$ cat config.mk
export PLATFORM = sky130hd
export DESIGN_NAME = pcs_config_select
export DESIGN_NICKNAME = d
export VERILOG_FILES = /design/src/hdl/pcs_pkg.sv /design/src/hdl/pcs_config_select.sv /design/src/hdl/pcs_crc16.sv
export SDC_FILE = /design/constraint.sdc
export NUM_CORES = 1
export LEC_CHECK = 0
export BUFFER_PORTS_ARGS = -buffer_cell sky130_fd_sc_hd__buf_2
export CAP_MARGIN = 20
export CORE_MARGIN = 4
export CORE_UTILIZATION = 35
export CTS_BUF_LIST = sky130_fd_sc_hd__clkbuf_4
export DETAILED_ROUTE_END_ITERATION = 6
export GPL_ROUTABILITY_DRIVEN = 0
export PLACE_DENSITY = 0.67
export REMOVE_ABC_BUFFERS = 1
export SLEW_MARGIN = 20
export SYNTH_ARGS = -nofsm -noshare
export SYNTH_HDL_FRONTEND = slang
export SYNTH_SLANG_ARGS = --single-unit
$ cat constraint.sdc
create_clock -name core_clk -period 2.9 [get_ports core_clk]
set_clock_uncertainty 0.2 [all_clocks]
set_input_delay 0.145 -clock core_clk [delete_from_list [all_inputs] [get_ports core_clk]]
set_output_delay 0.145 -clock core_clk [all_outputs]
set_load 0.05 [all_outputs]
$ cat src/hdl/pcs_pkg.sv
`default_nettype none
package pcs_pkg;

	// Command codes served by this block.
	localparam logic [7:0] CMD_SRC_MASK = 8'hEE;
	localparam logic [7:0] CMD_TGT_ADDR = 8'hEF;
	localparam logic [7:0] CMD_CRC = 8'hF0;

	// Data bytes carried by a write of each command.
	localparam logic [2:0] WR_BYTES_MASK = 3'h2;
	localparam logic [2:0] WR_BYTES_ADDR = 3'h1;
	localparam logic [2:0] WR_BYTES_CRC = 3'h0;

	// Reserved target addresses that a bus write never sets; loads from pins or stored values do not check them.
	localparam logic [6:0] RSV_ADDR_A = 7'h0C;
	localparam logic [6:0] RSV_ADDR_B = 7'h28;
	localparam logic [6:0] RSV_ADDR_C = 7'h37;
	localparam logic [6:0] RSV_ADDR_D = 7'h61;

	// Bit positions of the source-selection mask.
	localparam int MASK_STACK_BIT = 12;
	localparam int MASK_SYNC_BIT = 11;
	localparam int MASK_COMP_BIT = 9;
	localparam int MASK_ADDR_BIT = 8;
	localparam int MASK_PHASE_BIT = 5;
	localparam int MASK_RISE_BIT = 3;
	localparam int MASK_OC_BIT = 2;
	localparam int MASK_RATE_BIT = 1;
	localparam int MASK_OUTV_BIT = 0;

	// Reset values before the first load completes, and the fill byte for reads.
	localparam logic [15:0] MASK_RST = 16'h0000;
	localparam logic [6:0] ADDR_RST = 7'h00;
	localparam logic [7:0] RD_FILL = 8'hFF;

	// Checksum engine.
	localparam logic [15:0] CRC_POLY = 16'h8005;
	localparam logic [15:0] CRC_INIT = 16'h0000;

	typedef struct packed {
		logic [15:0] out_volt_cmd;
		logic [15:0] out_volt_scale;
		logic [15:0] out_volt_max;
		logic [15:0] out_volt_min;
		logic [15:0] switching_rate;
		logic [15:0] oc_fault_limit;
		logic [15:0] oc_warn_limit;
		logic [15:0] rise_time;
		logic [15:0] phase_offset_order;
		logic [15:0] loop_comp_setting;
		logic [7:0] clk_sync_setting;
		logic [3:0] stack_setting;
		logic [6:0] target_addr;
	} pcs_settings_t;

	localparam pcs_settings_t SETTINGS_RST = '0;

	typedef enum logic [1:0] {
		LD_POR = 2'h0,
		LD_APPLY = 2'h1,
		LD_RUN = 2'h3,
		LD_MASK = 2'h2
	} pcs_ld_t;

	typedef enum logic [2:0] {
		BUS_IDLE = 3'h0,
		BUS_ADDR = 3'h1,
		BUS_ACK = 3'h3,
		BUS_RX = 3'h2,
		BUS_TX = 3'h6,
		BUS_TXACK = 3'h7
	} pcs_bus_t;

	typedef struct packed {
		pcs_ld_t ld;
		pcs_bus_t bus;
		logic scl_d;
		logic sda_d;
		logic [3:0] bitcnt;
		logic [7:0] shreg;
		logic [7:0] txbyte;
		logic rd_mode;
		logic [7:0] cmd;
		logic [2:0] rxcnt;
		logic [1:0] txidx;
		logic [15:0] wdata;
		logic sda_oe;
		logic [15:0] mask;
		pcs_settings_t pins;
		pcs_settings_t act;
		logic inv;
		logic loaded;
		logic crc_go;
	} pcs_state_t;

endpackage
`default_nettype wire

$ cat src/hdl/pcs_config_select.sv
`timescale 1ns/1ps
`default_nettype none
module pcs_config_select #(
	parameter int unsigned NVM_WORDS = 16,
	parameter int unsigned NVM_AW = 4
) (
	input wire logic core_clk, // System clock, 20 MHz.
	input wire logic rstn, // Power-on reset, asynchronous, active low.
	input wire logic scl_i, // Bus clock level.
	input wire logic sda_i, // Bus data level.
	output logic sda_o, // Bus data drive value, always low.
	output logic sda_oe, // High while pulling bus data low.
	input wire pcs_pkg::pcs_settings_t pin_cfg, // Values decoded from the pins.
	input wire pcs_pkg::pcs_settings_t nvm_cfg, // Stored default or user values.
	input wire logic [15:0] nvm_mask, // Stored source-selection mask.
	input wire logic restore_req, // Pulse: restore from stored values.
	input wire logic nvm_op_done, // Pulse: a store or restore finished.
	output logic [NVM_AW-1:0] nvm_rd_addr, // Stored word index for the checksum.
	input wire logic [15:0] nvm_rd_data, // Stored word at nvm_rd_addr.
	output pcs_pkg::pcs_settings_t active_cfg, // Settings in force.
	output logic [15:0] src_mask, // Source-selection mask in force.
	output logic cfg_loaded, // Pulse: settings groups were reloaded.
	output logic invalid_data, // Pulse: an unsupported write was seen.
	output logic crc_busy // High while the checksum is recomputed.
);

	pcs_pkg::pcs_state_t s_ff, nxt_s;
	logic [15:0] crc_val;
	logic scl_rise;
	logic scl_fall;
	logic bus_start;
	logic bus_stop;

	// Each group takes the pin value when its bit is one, else the stored one.
	function automatic pcs_pkg::pcs_settings_t pick_source(
		input logic [15:0] m,
		input pcs_pkg::pcs_settings_t pin,
		input pcs_pkg::pcs_settings_t nvm
	);
		pcs_pkg::pcs_settings_t r;
		r = nvm;
		if (m[pcs_pkg::MASK_STACK_BIT]) begin
			r.stack_setting = pin.stack_setting;
		end
		if (m[pcs_pkg::MASK_SYNC_BIT]) begin
			r.clk_sync_setting = pin.clk_sync_setting;
		end
		if (m[pcs_pkg::MASK_COMP_BIT]) begin
			r.loop_comp_setting = pin.loop_comp_setting;
		end
		if (m[pcs_pkg::MASK_ADDR_BIT]) begin
			r.target_addr = pin.target_addr;
		end
		if (m[pcs_pkg::MASK_PHASE_BIT]) begin
			r.phase_offset_order = pin.phase_offset_order;
		end
		if (m[pcs_pkg::MASK_RISE_BIT]) begin
			r.rise_time = pin.rise_time;
		end
		if (m[pcs_pkg::MASK_OC_BIT]) begin
			r.oc_fault_limit = pin.oc_fault_limit;
			r.oc_warn_limit = pin.oc_warn_limit;
		end
		if (m[pcs_pkg::MASK_RATE_BIT]) begin
			r.switching_rate = pin.switching_rate;
		end
		if (m[pcs_pkg::MASK_OUTV_BIT]) begin
			r.out_volt_cmd = pin.out_volt_cmd;
			r.out_volt_scale = pin.out_volt_scale;
			r.out_volt_max = pin.out_volt_max;
			r.out_volt_min = pin.out_volt_min;
		end
		return r;
	endfunction

	function automatic logic is_reserved_addr(input logic [6:0] a);
		return (a == pcs_pkg::RSV_ADDR_A) || (a == pcs_pkg::RSV_ADDR_B) ||
			(a == pcs_pkg::RSV_ADDR_C) || (a == pcs_pkg::RSV_ADDR_D);
	endfunction

	function automatic logic is_known_cmd(input logic [7:0] c);
		return (c == pcs_pkg::CMD_SRC_MASK) || (c == pcs_pkg::CMD_TGT_ADDR) ||
			(c == pcs_pkg::CMD_CRC);
	endfunction

	// Number of data bytes a legal write of the command carries.
	function automatic logic [2:0] wr_bytes(input logic [7:0] c);
		logic [2:0] r;
		r = pcs_pkg::WR_BYTES_CRC;
		if (c == pcs_pkg::CMD_SRC_MASK) begin
			r = pcs_pkg::WR_BYTES_MASK;
		end else if (c == pcs_pkg::CMD_TGT_ADDR) begin
			r = pcs_pkg::WR_BYTES_ADDR;
		end
		return r;
	endfunction

	// Byte returned at position idx of a read; words go low byte first.
	function automatic logic [7:0] rd_byte(
		input logic [7:0] c,
		input logic [1:0] idx,
		input logic [15:0] m,
		input logic [6:0] a,
		input logic [15:0] crc
	);
		logic [7:0] r;
		r = pcs_pkg::RD_FILL;
		case (c)
			pcs_pkg::CMD_SRC_MASK: begin
				if (idx == 2'h0) begin
					r = m[7:0];
				end else if (idx == 2'h1) begin
					r = m[15:8];
				end
			end
			pcs_pkg::CMD_TGT_ADDR: begin
				if (idx == 2'h0) begin
					r = {1'b0, a};
				end
			end
			pcs_pkg::CMD_CRC: begin
				if (idx == 2'h0) begin
					r = crc[7:0];
				end else if (idx == 2'h1) begin
					r = crc[15:8];
				end
			end
			default: begin
				r = pcs_pkg::RD_FILL;
			end
		endcase
		return r;
	endfunction

	// Inputs are synchronous to core_clk, so one registered copy gives the edges.
	assign scl_rise = scl_i & ~s_ff.scl_d;
	assign scl_fall = ~scl_i & s_ff.scl_d;
	assign bus_start = scl_i & s_ff.scl_d & s_ff.sda_d & ~sda_i;
	assign bus_stop = scl_i & s_ff.scl_d & ~s_ff.sda_d & sda_i;

	always_comb begin
		logic [7:0] tb;
		tb = 8'h00;
		nxt_s = s_ff;
		nxt_s.scl_d = scl_i;
		nxt_s.sda_d = sda_i;
		nxt_s.inv = 1'b0;
		nxt_s.loaded = 1'b0;
		nxt_s.crc_go = 1'b0;

		// The mask is settled one cycle ahead of the groups it steers.
		unique case (s_ff.ld)
			pcs_pkg::LD_POR: begin
				nxt_s.pins = pin_cfg;
				nxt_s.mask = nvm_mask;
				nxt_s.crc_go = 1'b1;
				nxt_s.ld = pcs_pkg::LD_APPLY;
			end
			pcs_pkg::LD_MASK: begin
				nxt_s.mask = nvm_mask;
				nxt_s.ld = pcs_pkg::LD_APPLY;
			end
			pcs_pkg::LD_APPLY: begin
				nxt_s.act = pick_source(s_ff.mask, s_ff.pins, nvm_cfg);
				nxt_s.loaded = 1'b1;
				nxt_s.ld = pcs_pkg::LD_RUN;
			end
			pcs_pkg::LD_RUN: begin
				if (restore_req) begin
					nxt_s.ld = pcs_pkg::LD_MASK;
				end
			end
		endcase
		if (nvm_op_done) begin
			nxt_s.crc_go = 1'b1;
		end

		if (bus_start || bus_stop) begin
			// A write takes effect at its end, and only with the exact byte count.
			if (s_ff.rxcnt >= 3'h2 && is_known_cmd(s_ff.cmd)) begin
				if (s_ff.rxcnt != wr_bytes(s_ff.cmd) + 3'h1) begin
					nxt_s.inv = 1'b1;
				end else if (s_ff.cmd == pcs_pkg::CMD_SRC_MASK) begin
					nxt_s.mask = s_ff.wdata;
				end else if (s_ff.cmd == pcs_pkg::CMD_TGT_ADDR) begin
					if (is_reserved_addr(s_ff.wdata[6:0])) begin
						nxt_s.inv = 1'b1;
					end else begin
						nxt_s.act.target_addr = s_ff.wdata[6:0];
					end
				end
			end
			nxt_s.rxcnt = 3'h0;
			nxt_s.bitcnt = 4'h0;
			nxt_s.sda_oe = 1'b0;
			nxt_s.bus = bus_start ? pcs_bus_addr() : pcs_pkg::BUS_IDLE;
		end else begin
			unique case (s_ff.bus)
				pcs_pkg::BUS_IDLE: begin
					nxt_s.sda_oe = 1'b0;
				end
				pcs_pkg::BUS_ADDR, pcs_pkg::BUS_RX: begin
					if (scl_rise) begin
						nxt_s.shreg = {s_ff.shreg[6:0], sda_i};
						nxt_s.bitcnt = s_ff.bitcnt + 4'h1;
					end else if (scl_fall && s_ff.bitcnt == 4'h8) begin
						nxt_s.bitcnt = 4'h0;
						if (s_ff.bus == pcs_pkg::BUS_ADDR) begin
							if (s_ff.shreg[7:1] == s_ff.act.target_addr) begin
								nxt_s.rd_mode = s_ff.shreg[0];
								nxt_s.txidx = 2'h0;
								nxt_s.sda_oe = 1'b1;
								nxt_s.bus = pcs_pkg::BUS_ACK;
							end else begin
								nxt_s.bus = pcs_pkg::BUS_IDLE;
							end
						end else begin
							if (s_ff.rxcnt == 3'h0) begin
								nxt_s.cmd = s_ff.shreg;
							end else if (s_ff.rxcnt == 3'h1) begin
								nxt_s.wdata[7:0] = s_ff.shreg;
							end else if (s_ff.rxcnt == 3'h2) begin
								nxt_s.wdata[15:8] = s_ff.shreg;
							end
							if (s_ff.rxcnt != 3'h7) begin
								nxt_s.rxcnt = s_ff.rxcnt + 3'h1;
							end
							nxt_s.sda_oe = 1'b1;
							nxt_s.bus = pcs_pkg::BUS_ACK;
						end
					end
				end
				pcs_pkg::BUS_ACK, pcs_pkg::BUS_TXACK: begin
					if (s_ff.bus == pcs_pkg::BUS_TXACK && scl_rise && sda_i) begin
						nxt_s.bus = pcs_pkg::BUS_IDLE;
					end else if (scl_fall) begin
						nxt_s.sda_oe = 1'b0;
						if (s_ff.rd_mode) begin
							tb = rd_byte(s_ff.cmd, s_ff.txidx, s_ff.mask,
								s_ff.act.target_addr, crc_val);
							nxt_s.txbyte = tb;
							nxt_s.sda_oe = ~tb[7];
							if (s_ff.txidx != 2'h2) begin
								nxt_s.txidx = s_ff.txidx + 2'h1;
							end
							nxt_s.bus = pcs_pkg::BUS_TX;
						end else begin
							nxt_s.bus = pcs_pkg::BUS_RX;
						end
					end
				end
				pcs_pkg::BUS_TX: begin
					if (scl_rise) begin
						nxt_s.bitcnt = s_ff.bitcnt + 4'h1;
					end else if (scl_fall) begin
						if (s_ff.bitcnt == 4'h8) begin
							nxt_s.bitcnt = 4'h0;
							nxt_s.sda_oe = 1'b0;
							nxt_s.bus = pcs_pkg::BUS_TXACK;
						end else begin
							nxt_s.txbyte = {s_ff.txbyte[6:0], 1'b0};
							nxt_s.sda_oe = ~s_ff.txbyte[6];
						end
					end
				end
				default: begin
					nxt_s.sda_oe = 1'b0;
					nxt_s.bus = pcs_pkg::BUS_IDLE;
				end
			endcase
		end
	end

	function automatic pcs_pkg::pcs_bus_t pcs_bus_addr();
		return pcs_pkg::BUS_ADDR;
	endfunction

	// Reset puts the loader at the power-on step so the pins are caught after release.
	always_ff @(posedge core_clk or negedge rstn) begin
		if (!rstn) begin
			s_ff <= '{
				ld: pcs_pkg::LD_POR,
				bus: pcs_pkg::BUS_IDLE,
				scl_d: 1'b1,
				sda_d: 1'b1,
				bitcnt: 4'h0,
				shreg: 8'h00,
				txbyte: 8'h00,
				rd_mode: 1'b0,
				cmd: 8'h00,
				rxcnt: 3'h0,
				txidx: 2'h0,
				wdata: 16'h0000,
				sda_oe: 1'b0,
				mask: pcs_pkg::MASK_RST,
				pins: pcs_pkg::SETTINGS_RST,
				act: pcs_pkg::SETTINGS_RST,
				inv: 1'b0,
				loaded: 1'b0,
				crc_go: 1'b0
			};
		end else begin
			s_ff <= nxt_s;
		end
	end

	pcs_crc16 #(
		.WORDS(NVM_WORDS),
		.AW(NVM_AW)
	) u_crc (
		.core_clk(core_clk),
		.rstn(rstn),
		.start(s_ff.crc_go),
		.rd_addr(nvm_rd_addr),
		.rd_data(nvm_rd_data),
		.crc(crc_val),
		.busy(crc_busy)
	);

	// Open drain: the pin is only ever pulled low.
	assign sda_o = 1'b0;
	assign sda_oe = s_ff.sda_oe;
	assign active_cfg = s_ff.act;
	assign src_mask = s_ff.mask;
	assign cfg_loaded = s_ff.loaded;
	assign invalid_data = s_ff.inv;

endmodule // pcs_config_select
`default_nettype wire

$ cat src/hdl/pcs_crc16.sv
`timescale 1ns/1ps
`default_nettype none
module pcs_crc16 #(
	parameter int unsigned WORDS = 16,
	parameter int unsigned AW = 4
) (
	input wire logic core_clk, // System clock.
	input wire logic rstn, // Asynchronous reset, active low.
	input wire logic start, // Pulse: restart the checksum pass.
	output logic [AW-1:0] rd_addr, // Word index into the stored settings.
	input wire logic [15:0] rd_data, // Stored word at rd_addr, same cycle.
	output logic [15:0] crc, // Last completed checksum.
	output logic busy // High while a pass runs.
);

	typedef struct packed {
		logic busy;
		logic [AW-1:0] addr;
		logic [15:0] acc;
		logic [15:0] crc;
	} crc_state_t;

	crc_state_t s_ff, nxt_s;

	function automatic logic [15:0] crc_step(input logic [15:0] c_in, input logic [15:0] d);
		logic [15:0] c;
		logic fb;
		c = c_in;
		for (int i = 15; i >= 0; i--) begin
			fb = c[15] ^ d[i];
			c = {c[14:0], 1'b0};
			if (fb) begin
				c = c ^ pcs_pkg::CRC_POLY;
			end
		end
		return c;
	endfunction

	always_comb begin
		nxt_s = s_ff;
		if (start) begin
			nxt_s.busy = 1'b1;
			nxt_s.addr = '0;
			nxt_s.acc = pcs_pkg::CRC_INIT;
		end else if (s_ff.busy) begin
			nxt_s.acc = crc_step(s_ff.acc, rd_data);
			if (s_ff.addr == AW'(WORDS - 1)) begin
				nxt_s.busy = 1'b0;
				nxt_s.crc = crc_step(s_ff.acc, rd_data);
			end else begin
				nxt_s.addr = s_ff.addr + AW'(1);
			end
		end
	end

	always_ff @(posedge core_clk or negedge rstn) begin
		if (!rstn) begin
			s_ff <= '0;
		end else begin
			s_ff <= nxt_s;
		end
	end

	assign rd_addr = s_ff.addr;
	assign crc = s_ff.crc;
	assign busy = s_ff.busy;

endmodule // pcs_crc16
`default_nettype wire

==> flow_metrics.py, run 1 <==
metrics = {
    "run_status": {
        "status": "did not finish",
        "lastStage": "clock tree synthesis",
        "run.stop_error": "[ERROR RSZ-0060] Max buffer count reached.",
    },
    "die": {
        "io_pins": 600,
        "die_height_um": 260,
        "initial_core_util_pct": 35.3,
        "die_w_um": 260,
        "rows": 92,
    },
    "synthesis": {
        "avgSynthCellArea_um2": 11.3,
        "post-synth-top-area-cell": "dfrtp_1",
        "syn_inst": 1962,
        "synth_top_area_share_pct": 52.8,
        "ys_warn_count": 0,
        "synthesis.area_um2": 22200,
        "ys_seq_elements": 471,
        "ys_async_sr_fraction_pct": 100,
        "synth.area.top_cells": "dfrtp_1, mux2_2, mux2i_1",
        "yosysSeqAreaShare_pct": 53.0,
        "synth_edf_count": 0,
        "synthDistinctLibCells": 57,
        "synth_ff_type": "dfrtp_1",
    },
    "clock_network": {
        "cts_resized": 0,
        "ctsRootBufferMaster": "clkbuf_4",
        "cts_buffer_depth": 3,
        "post_cts_buffers": 0,
        "hold_buffers": 676,
        "cts_sinks": 471,
        "numCtsBuffers": 136,
        "htree_levels": 4,
    },
    "placement": {
        "dp_slack_ps": 223,
        "dp_hpwl_mm": 48.0,
        "io_buffers": 598,
        "dpl.cell_count": 3145,
    },
}
-- synth_stat cells (6+ instances only) --
| cell type | instances |
|---|---|
| o21ai_0 | 215 |
| xnor2_1 | 42 |
| a21oi_1 | 52 |
| a22o_1 | 8 |
| buf_2 | 6 |
| a221o_1 | 6 |
| mux2_2 | 213 |
| dfrtp_1 | 469 |
| o211ai_1 | 8 |
| nand3_1 | 12 |
| a211oi_1 | 15 |
| inv_1 | 22 |
| buf_1 | 15 |
| nor2_1 | 83 |
| ha_1 | 14 |
| clkbuf_1 | 85 |
| buf_4 | 200 |
| mux2i_1 | 198 |
| nand2_1 | 214 |
-- stage by stage --
step	area (µm²)	TNS, ps
after detailed placement	24900	0
after global placement	24900	0
after floorplan	20300	-1930520
-- kinds of logic after synthesis --
family	count (synthesis)	synth area share, %
AO/OA/AOI/OAI	329	8.23
AND/OR/NAND/NOR	351	6.62
XOR/XNOR	54	2.55
other	1	0.0169
adder cells (fa/ha/maj)	14	0.788
multiplexers	411	19.7
flip-flops	471	53.0
buffers and inverters	331	9.10
==> run 2, diff against run 1 <==
--- a/config.mk
+++ b/config.mk
@@ -8,11 +8,10 @@
 export BUFFER_PORTS_ARGS = -buffer_cell sky130_fd_sc_hd__buf_2
 export CAP_MARGIN = 20
 export CORE_MARGIN = 4
-export CORE_UTILIZATION = 35
-export CTS_BUF_LIST = sky130_fd_sc_hd__clkbuf_4
+export CORE_UTILIZATION = 20
 export DETAILED_ROUTE_END_ITERATION = 6
 export GPL_ROUTABILITY_DRIVEN = 0
-export PLACE_DENSITY = 0.67
+export PLACE_DENSITY_LB_ADDON = 0.15
 export REMOVE_ABC_BUFFERS = 1
 export SLEW_MARGIN = 20
 export SYNTH_ARGS = -nofsm -noshare
==> flow_metrics.py, run 2 <==
metrics = {
    "die": {
        "io_pins": 600,
        "core-area_um2": 111000,
        "die_height_um": 341,
        "die_w_um": 341,
        "initial_core_util_pct": 20.1,
        "rows": 122,
        "dieArea_um2": 117000,
    },
    "finish": {
        "regArea_um2": 11800,
        "syn_to_final_growth_pct": 44.3,
        "multi_input_area_um2": 8460,
        "fillers": 11600,
        "top_register": "s_ff",
        "final_common_cell": "buf_2",
        "largest_reg_flops": 236,
        "final_cells": 4338,
        "nets": 3208,
        "final_cell_mix": "buf_2, dfrtp_1, dlygate4sd3_1",
        "drive_above_1_share_pct": 35.4,
    },
    "synthesis": {
        "synth_top_area_share_pct": 52.8,
        "syn_inst": 1962,
        "ys_seq_elements": 471,
        "synthesis.area_um2": 22200,
        "synth.area.top_cells": "dfrtp_1, mux2_2, mux2i_1",
        "synth_edf_count": 0,
        "avgSynthCellArea_um2": 11.3,
        "synthDistinctLibCells": 57,
        "yosysMostFrequentCell": "dfrtp_1",
        "synth_ff_type": "dfrtp_1",
        "yosysSeqAreaShare_pct": 53.0,
        "ys_warn_count": 0,
        "synthTopCellsByCount": "dfrtp_1, o21ai_0, nand2_1",
        "post-synth-top-area-cell": "dfrtp_1",
        "ys_async_sr_fraction_pct": 100,
    },
    "worst_setup_path": {
        "crit_path_end_kind": "flip-flop",
        "arrival_ps": 2950,
        "critPathSlowestCell": "or4_2",
        "cp_num_buf_inv": 1,
        "critPathTopFamily": "simple AND/OR/NAND/NOR gates",
        "crit_chain": "nand3_2 -> or4_1 -> a21oi_1 -> o2111ai_1 -> or4_2 -> buf_4 -> nor2_1 -> a21oi_1",
        "worst_setup_path_start_kind": "flip-flop",
        "slowest_delay_ps": 580,
        "path_max_fanout": 16,
        "crit_required_ps": 3210,
        "crit_top_cell": "a21oi_1",
        "reg2reg_slack_ps": 260,
        "critical_path_class": "flip-flop to flip-flop",
    },
    "global_routing": {
        "track_usage_pct": 13.0,
        "grt_max_degree": 121,
        "grt_overflow": 0,
        "grt_pass1_wl_mm": 117,
        "grt_pass1_vias": 19000,
        "grt_antenna_before_repair": 5,
    },
    "clock_network": {
        "htree_levels": 2,
        "cts_tree": "yes",
        "ctsRootBufferMaster": "clkbuf_16",
        "post_cts_buffers": 0,
        "cts_sinks": 471,
        "clk_pin_slew_ps": 60,
        "numCtsBuffers": 60,
        "insertion_delay_ps": 640,
        "cts_buffer_depth": 3,
    },
    "routing": {
        "drtPass1Iterations": 5,
        "viasPerCell": 4.00,
        "drt_wl_total_mm": 77.4,
        "drc": 0,
        "first_iter_violations": 561,
        "ant_nets": 0,
        "wl_per_cell_um": 17.8,
        "vias": 17300,
    },
    "timing": {
        "holdWs_ps": 80.1,
        "slew_headroom_pct": 47.4,
        "finalHoldViolCount": 0,
        "slew_violations": 0,
        "fmaxAchievable_ghz": 0.378,
        "tightestPinTransition_ps": 789,
        "final.setup.tns_ps": 0,
        "timing.final.crit_share_pct": 91.1,
        "min_period_ps": 2640,
        "finalWorstSetupSlack_ps": 257,
        "finalSetupViolCount": 0,
        "rsz0062_at_grt": "no",
    },
    "pwr": {
        "ir_drop_v": 0.000547,
        "p_int_w": 0.0177,
        "power_frac_comb_pct": 38.9,
        "switching_share_pct": 39.7,
        "p_per_area_nw_per_um2": 915,
        "p_switching_w": 0.0117,
        "p_seq_share_pct": 34.8,
        "clockPowerShare_pct": 26.2,
        "p_leak_nw": 15.2,
    },
    "placement": {
        "io_buffers": 598,
        "dpl.cell_count": 3809,
        "dp_hpwl_mm": 55.1,
        "dp_slack_ps": 213,
    },
    "worst_hold_path": {
        "hp-class": "primary input to flip-flop",
    },
    "run_status": {
        "status": "finished clean",
    },
    "job": {
        "max_cap_viol_count": 0,
    },
}
run 2: cell counts after synthesis:
Identical to the previous run, type by type.
run 2: layout make-up:
class,count,share of cell area (%)
Antenna cell,6,0.0468
Timing Repair Buffer,1083,24.4
Tap cell,1488,5.80
Clock buffer,91,5.57
Clock inverter,17,0.776
Sequential cell,471,36.8
Multi-Input combinational cell,1160,26.4
Inverter,22,0.257
run 2: worst paths after layout:
kind | start | end | cells past startpoint
max in group asynchronous | rstn | s_ff[242] | 3
min | pin_cfg[72] | s_ff[254] | 3
max reg2reg | s_ff[405] | src_mask[8] | 8
min reg2reg | active_cfg[47] | active_cfg[47] | 2
max | s_ff[405] | src_mask[8] | 8
min in group asynchronous | rstn | s_ff[334] | 3
run 2: timing repair:
action,CTS,global route
setup endpoints to repair,0,2
hold endpoints to repair,887,0
hold buffers,415,0
resized for setup,0,2
run 2: worst min-delay path, stage by stage:
cell and delay (ps):
dlygate4sd3_1 520, buf_2 90, mux2_2 130
run 2: layer usage:
layer	vias up	routed length (µm)	GRT usage, %
li1	8238	-	-
met1	8520	32900	16.0
met2	470	38500	22.8
met3	113	3800	2.44
met4	0	2280	4.02
met5	-	0	0
run 2: stage by stage:
stage | instance area (µm²) | util [%] | power, W
5_1_grt | 32100 | 29.0 | 0.0312
2_1_floorplan | 20300 | - | 0.0181
6_report | 32100 | 29.0 | 0.0294
4_1_cts | 32100 | 29.0 | 0.0300
3_5_place_dp | 25900 | 23.4 | 0.0214
3_3_place_gp | 25900 | 23.4 | 0.0212
run 2: logic make-up after synthesis:
group / Yosys count / synth area share, %
AOI/OAI and AO/OA: 329 / 8.23
DFF: 471 / 53.0
xor gates and xnor gates: 54 / 2.55
adders and majority gates: 14 / 0.788
buffers and inverters: 331 / 9.10
and+or+nand+nor: 351 / 6.62
other: 1 / 0.0169
muxes: 411 / 19.7
run 2: power by group through the flow:
stage	clock network, W	registers, W	logic [W]
2_1_floorplan	0	0.0136	0.00453
5_1_grt	0.00831	0.0105	0.0123
6_report	0.00771	0.0102	0.0114
3_5_place_dp	0	0.0104	0.0110
4_1_cts	0.00806	0.0103	0.0117
3_3_place_gp	0	0.0103	0.0109
Note: power is estimated with default switching activity, not from simulation.
==> run 3, diff against run 2 <==
--- a/config.mk
+++ b/config.mk
@@ -11,8 +11,8 @@
 export CORE_UTILIZATION = 20
 export DETAILED_ROUTE_END_ITERATION = 6
 export GPL_ROUTABILITY_DRIVEN = 0
+export GPL_TIMING_DRIVEN = 0
 export PLACE_DENSITY_LB_ADDON = 0.15
-export REMOVE_ABC_BUFFERS = 1
 export SLEW_MARGIN = 20
 export SYNTH_ARGS = -nofsm -noshare
 export SYNTH_HDL_FRONTEND = slang
==> flow_metrics.py, run 3 (synthesized netlist as in run 2, its figures left out) <==
metrics = {
    "die": {
        "io_pins": 600,
        "die_w_um": 341,
        "die_height_um": 341,
        "initial_core_util_pct": 20.1,
        "rows": 122,
        "dieArea_um2": 117000,
        "core-area_um2": 111000,
    },
    "timing": {
        "slew_headroom_pct": 26.6,
        "finalSetupViolCount": 0,
        "timing.final.crit_share_pct": 95.4,
        "tightestPinTransition_ps": 1100,
        "min_period_ps": 2770,
        "finalHoldViolCount": 0,
        "fmaxAchievable_ghz": 0.361,
        "final.setup.tns_ps": 0,
        "slew_violations": 0,
    },
    "routing": {
        "first_iter_violations": 573,
        "drtPass1Iterations": 5,
        "wl_per_cell_um": 19.5,
        "viasPerCell": 4.05,
        "vias": 18600,
        "ant_nets": 0,
        "drt_wl_total_mm": 89.7,
        "drc": 0,
    },
    "global_routing": {
        "track_usage_pct": 15.0,
        "grt_antenna_before_repair": 14,
        "grt_pass1_wl_mm": 132,
        "grt_overflow": 0,
        "grt_max_degree": 92,
        "grt_pass1_vias": 20500,
    },
    "worst_setup_path": {
        "crit_required_ps": 3220,
        "timing.rr.end": "s_ff[405]",
        "crit_cells": 6,
        "critPathTopFamily": "simple AND/OR/NAND/NOR gates",
        "critical_path_class": "flip-flop to flip-flop",
        "crit_start": "s_ff[429]",
        "crit_path_end_kind": "flip-flop",
        "reg2reg_slack_ps": 130,
        "path_max_fanout": 8,
        "cp_num_buf_inv": 1,
        "ff2ff_path_depth": 6,
        "slowest_delay_ps": 630,
        "arrival_ps": 3090,
        "critPathSlowestCell": "or4b_2",
        "crit_chain": "ha_1 -> nor2b_2 -> nand4_1 -> or4b_2 -> clkbuf_1 -> mux2_2",
        "r2r-start": "s_ff[429]",
        "worst_setup_path_start_kind": "flip-flop",
    },
    "job": {
        "max_cap_viol_count": 0,
    },
    "clock_network": {
        "cts_sinks": 471,
        "htree_levels": 2,
        "insertion_delay_ps": 640,
        "ctsRootBufferMaster": "clkbuf_16",
        "cts_buffer_depth": 3,
        "numCtsBuffers": 60,
        "cts_tree": "yes",
        "clk_pin_slew_ps": 60,
    },
    "worst_hold_path": {
        "hp-start": "pin_cfg[115]",
        "hp-class": "primary input to flip-flop",
        "hold_path_depth": 3,
        "hold_end": "s_ff[297]",
    },
    "finish": {
        "nets": 3451,
        "final_cell_mix": "buf_2, dfrtp_1, dlygate4sd3_1",
        "top_register": "s_ff",
        "final_cells": 4591,
        "drive_above_1_share_pct": 38.6,
        "final_common_cell": "buf_2",
        "syn_to_final_growth_pct": 51.4,
        "largest_reg_flops": 236,
    },
    "placement": {
        "dp_hpwl_mm": 67.2,
        "io_buffers": 598,
        "dpl.cell_count": 4054,
    },
    "synthesis": {
        "synth_fp_nets": 2372,
    },
    "pwr": {
        "finalPower_w": 0.0313,
        "ir_drop_v": 0.000635,
        "p_leak_nw": 16.1,
        "p_per_area_nw_per_um2": 931,
    },
    "run_status": {
        "status": "finished clean",
    },
}
run 3: cell count changes in the layout (fill, tap and decap cells not counted), moves of 5 or more:
| cell | before | now |
|---|---|---|
| buf_12 | 11 | 0 |
| buf_1 | 0 | 12 |
| buf_2 | 597 | 604 |
| clkbuf_8 | 17 | 23 |
| buf_16 | 1 | 6 |
| clkbuf_1 | 14 | 67 |
| diode_2 | 6 | 15 |
| clkbuf_2 | 0 | 21 |
| clkbuf_4 | 0 | 5 |
| buf_4 | 59 | 201 |
run 3: how the worst max path moves through the flow:
stage                                  to  slack [ps]
after global placement          s_ff[393]       -9080
after CTS                 active_cfg[126]          10
after floorplan                 s_ff[399]         360
final                           s_ff[405]         130
after global routing          src_mask[3]          -8
after detailed placement  active_cfg[101]       -1570
run 3: what timing repair did:
item,CTS,global route
hold buffers,414,0
buffers inserted,0,1
setup endpoints to repair,302,66
resized for setup,33,16
hold endpoints to repair,638,0
pin swaps,0,1
run 3: cell type report:
| cell class | count | area [µm²] |
|---|---|---|
| Fill cell | 11600 | 76800 |
| Multi-Input combinational cell | 1160 | 8510 |
| Sequential cell | 471 | 11800 |
| Tap cell | 1488 | 1860 |
| Clock inverter | 17 | 228 |
| Clock buffer | 92 | 1840 |
| Antenna cell | 15 | 37.5 |
| Buffer | 307 | 2000 |
| Timing Repair Buffer | 1019 | 7320 |
| Inverter | 22 | 82.6 |
run 3: report_power, final:
part           total [W]  internal (W)  switching (W)
registers         0.0101       0.00872        0.00139
clock network    0.00780       0.00470        0.00310
logic             0.0134       0.00542        0.00800
total             0.0313        0.0188         0.0125
run 3: stage by stage:
stage	cell area (µm²)	utilization, %	hold slack, ps	setup WS (ps)
after global placement	27100	24.5	89.9	-9080
after CTS	33600	30.4	0.00339	12.2
after detailed placement	27300	24.7	-98.7	-1570
after floorplan	22200	-	-351	357
final	33700	30.5	76.4	133
after global routing	33600	30.4	32.8	-7.86
run 3: per-layer routing:
| metal | track usage [%] | part of all wire, % | up-vias |
|---|---|---|---|
| li1 | - | - | 8764 |
| met1 | 19.4 | 44 | 9197 |
| met2 | 24.8 | 47 | 491 |
| met3 | 3.29 | 5.4 | 133 |
| met4 | 5.16 | 3.3 | 8 |
| met5 | 0 | 0.061 | - |
run 3: worst register-to-register path: stages (launching register included):
cell and delay [ps]:
dfstp_2 550, ha_1 240, nor2b_2 280, nand4_1 150, or4b_2 630, clkbuf_1 270, mux2_2 340
==> run 4, diff against run 3 <==
--- a/config.mk
+++ b/config.mk
@@ -13,6 +13,7 @@
 export GPL_ROUTABILITY_DRIVEN = 0
 export GPL_TIMING_DRIVEN = 0
 export PLACE_DENSITY_LB_ADDON = 0.15
+export REMOVE_ABC_BUFFERS = 1
 export SLEW_MARGIN = 20
 export SYNTH_ARGS = -nofsm -noshare
 export SYNTH_HDL_FRONTEND = slang
==> flow_metrics.py, run 4 (synthesized netlist as in run 2, its figures left out) <==
metrics = {
    "worst_setup_path": {
        "path_max_fanout": 9,
        "crit_path_end_kind": "flip-flop",
        "critPathSlowestCell": "or4_4",
        "worst_setup_path_start_kind": "flip-flop",
        "crit_chain": "nand4b_4 -> nor3_4 -> and3_1 -> o2111ai_2 -> or4_4 -> buf_4 -> nor2_1 -> a21oi_1",
        "slowest_delay_ps": 570,
        "critical_path_class": "flip-flop to flip-flop",
        "arrival_ps": 3050,
        "crit_required_ps": 3190,
    },
    "placement": {
        "dpl.cell_count": 3769,
        "place_area_um2": 25900,
        "dp_hpwl_mm": 53.6,
        "io_buffers": 598,
    },
    "run_status": {
        "status": "finished clean",
    },
    "routing": {
        "drc": 0,
        "drtPass1Iterations": 5,
        "viasPerCell": 3.96,
        "wl_per_cell_um": 17.3,
        "vias": 17000,
        "drt_wl_total_mm": 74.6,
        "first_iter_violations": 737,
        "ant_nets": 0,
    },
    "finish": {
        "final_cell_mix": "buf_2, dfrtp_1, dlygate4sd3_1",
        "final_cell_area_um2": 32000,
        "final_common_cell": "buf_2",
        "final_cells": 4300,
        "syn_to_final_growth_pct": 44.1,
        "largest_reg_flops": 236,
        "final_core_util_pct": 29.0,
        "nets": 3167,
        "top_register": "s_ff",
        "drive_above_1_share_pct": 35.3,
    },
    "die": {
        "dieArea_um2": 117000,
        "initial_core_util_pct": 20.1,
        "io_pins": 600,
        "core-area_um2": 111000,
        "rows": 122,
        "die_w_um": 341,
        "die_height_um": 341,
    },
    "timing": {
        "final.setup.tns_ps": 0,
        "tightestPinTransition_ps": 1040,
        "slew_violations": 0,
        "finalHoldViolCount": 0,
        "finalSetupViolCount": 0,
        "fmaxAchievable_ghz": 0.362,
        "timing.final.crit_share_pct": 95.2,
        "min_period_ps": 2760,
        "rsz0062_at_grt": "yes",
        "slew_headroom_pct": 30.4,
    },
    "global_routing": {
        "grt_max_degree": 95,
        "grt_pass1_wl_mm": 113,
        "grt_overflow": 0,
        "grt_antenna_before_repair": 6,
        "track_usage_pct": 12.4,
        "grt_pass1_vias": 18500,
    },
    "clock_network": {
        "cts_tree": "yes",
        "cts_sinks": 471,
        "insertion_delay_ps": 650,
        "clk_pin_slew_ps": 60,
        "numCtsBuffers": 59,
        "cts_buffer_depth": 3,
        "ctsRootBufferMaster": "clkbuf_16",
        "htree_levels": 2,
    },
    "pwr": {
        "ir_drop_v": 0.000732,
        "p_leak_nw": 15.1,
        "p_per_area_nw_per_um2": 911,
    },
    "worst_hold_path": {
        "hp-class": "primary input to flip-flop",
    },
    "job": {
        "max_cap_viol_count": 0,
    },
}
[run 4: cell count changes in the layout (fill, tap and decap cells not counted), sizes merged, moves of 8 or more]
cell,before,now
diode,15,7
buf,828,637
clkbuf,176,94
dlygate4sd3,413,404
[run 4: path summary, 6_finish.rpt]
kind / endpoint / slack, ps / cells past startpoint / from
max in group asynchronous: src_mask[3] / 360 / 6 / rstn
setup / recovery: src_mask[6] / 140 / 8 / s_ff[403]
hold / removal: s_ff[433] / 80 / 3 / restore_req
setup reg to reg: src_mask[6] / 140 / 8 / s_ff[403]
hold reg to reg: active_cfg[42] / 270 / 2 / active_cfg[42]
min in group asynchronous: s_ff[268] / 450 / 3 / rstn
[run 4: metal layers]
metal	vias to the layer above	part of all wire [%]	global-route usage (%)
met2	453	49	21.4
met3	108	5.4	2.58
met1	8304	43	15.5
li1	8166	-	-
met5	-	0	0
met4	0	2.9	3.89
[run 4: what timing repair did]
action / in CTS / in global routing
buffers inserted: 3 / 6
hold buffers: 404 / 0
cloned: 2 / 0
endpoints found under the setup margin: 113 / 44
pin swaps: 2 / 2
gates resized for setup: 6 / 12
endpoints found under the hold margin: 662 / 0
[run 4: critical path, delay by kind of cell, from the launching register on]
family	cells	cell delay [ps]
flip-flops	1	410
AO/OA/AOI/OAI	2	200
AND/OR/NAND/NOR	5	1610
buffers and inverters	1	190
[run 4: per-stage QoR]
step | hold slack [ps] | setup slack [ps] | power (W)
after floorplan | -351 | -6570 | 0.0181
after global placement | 89.3 | -14460 | 0.0214
after detailed placement | 24.6 | -641 | 0.0214
after CTS | 4.69 | -4.06 | 0.0297
after global routing | 22.4 | -8.66 | 0.0309
final | 77.3 | 139 | 0.0292
[run 4: area by class of cell]
cell class,count,area (µm²)
repair buffers,1041,7770
clock inverters,15,171
fillers,11600,78500
inverters,22,82.6
multi-input cells,1162,8530
flip-flops and latches,471,11800
well taps,1488,1860
clock buffers,94,1800
diodes,7,17.5
[run 4: power by group]
group | internal [W] | switching, W | total [W]
Clock | 0.00449 | 0.00297 | 0.00745
Combinational | 0.00435 | 0.00715 | 0.0115
Sequential | 0.00873 | 0.00151 | 0.0102
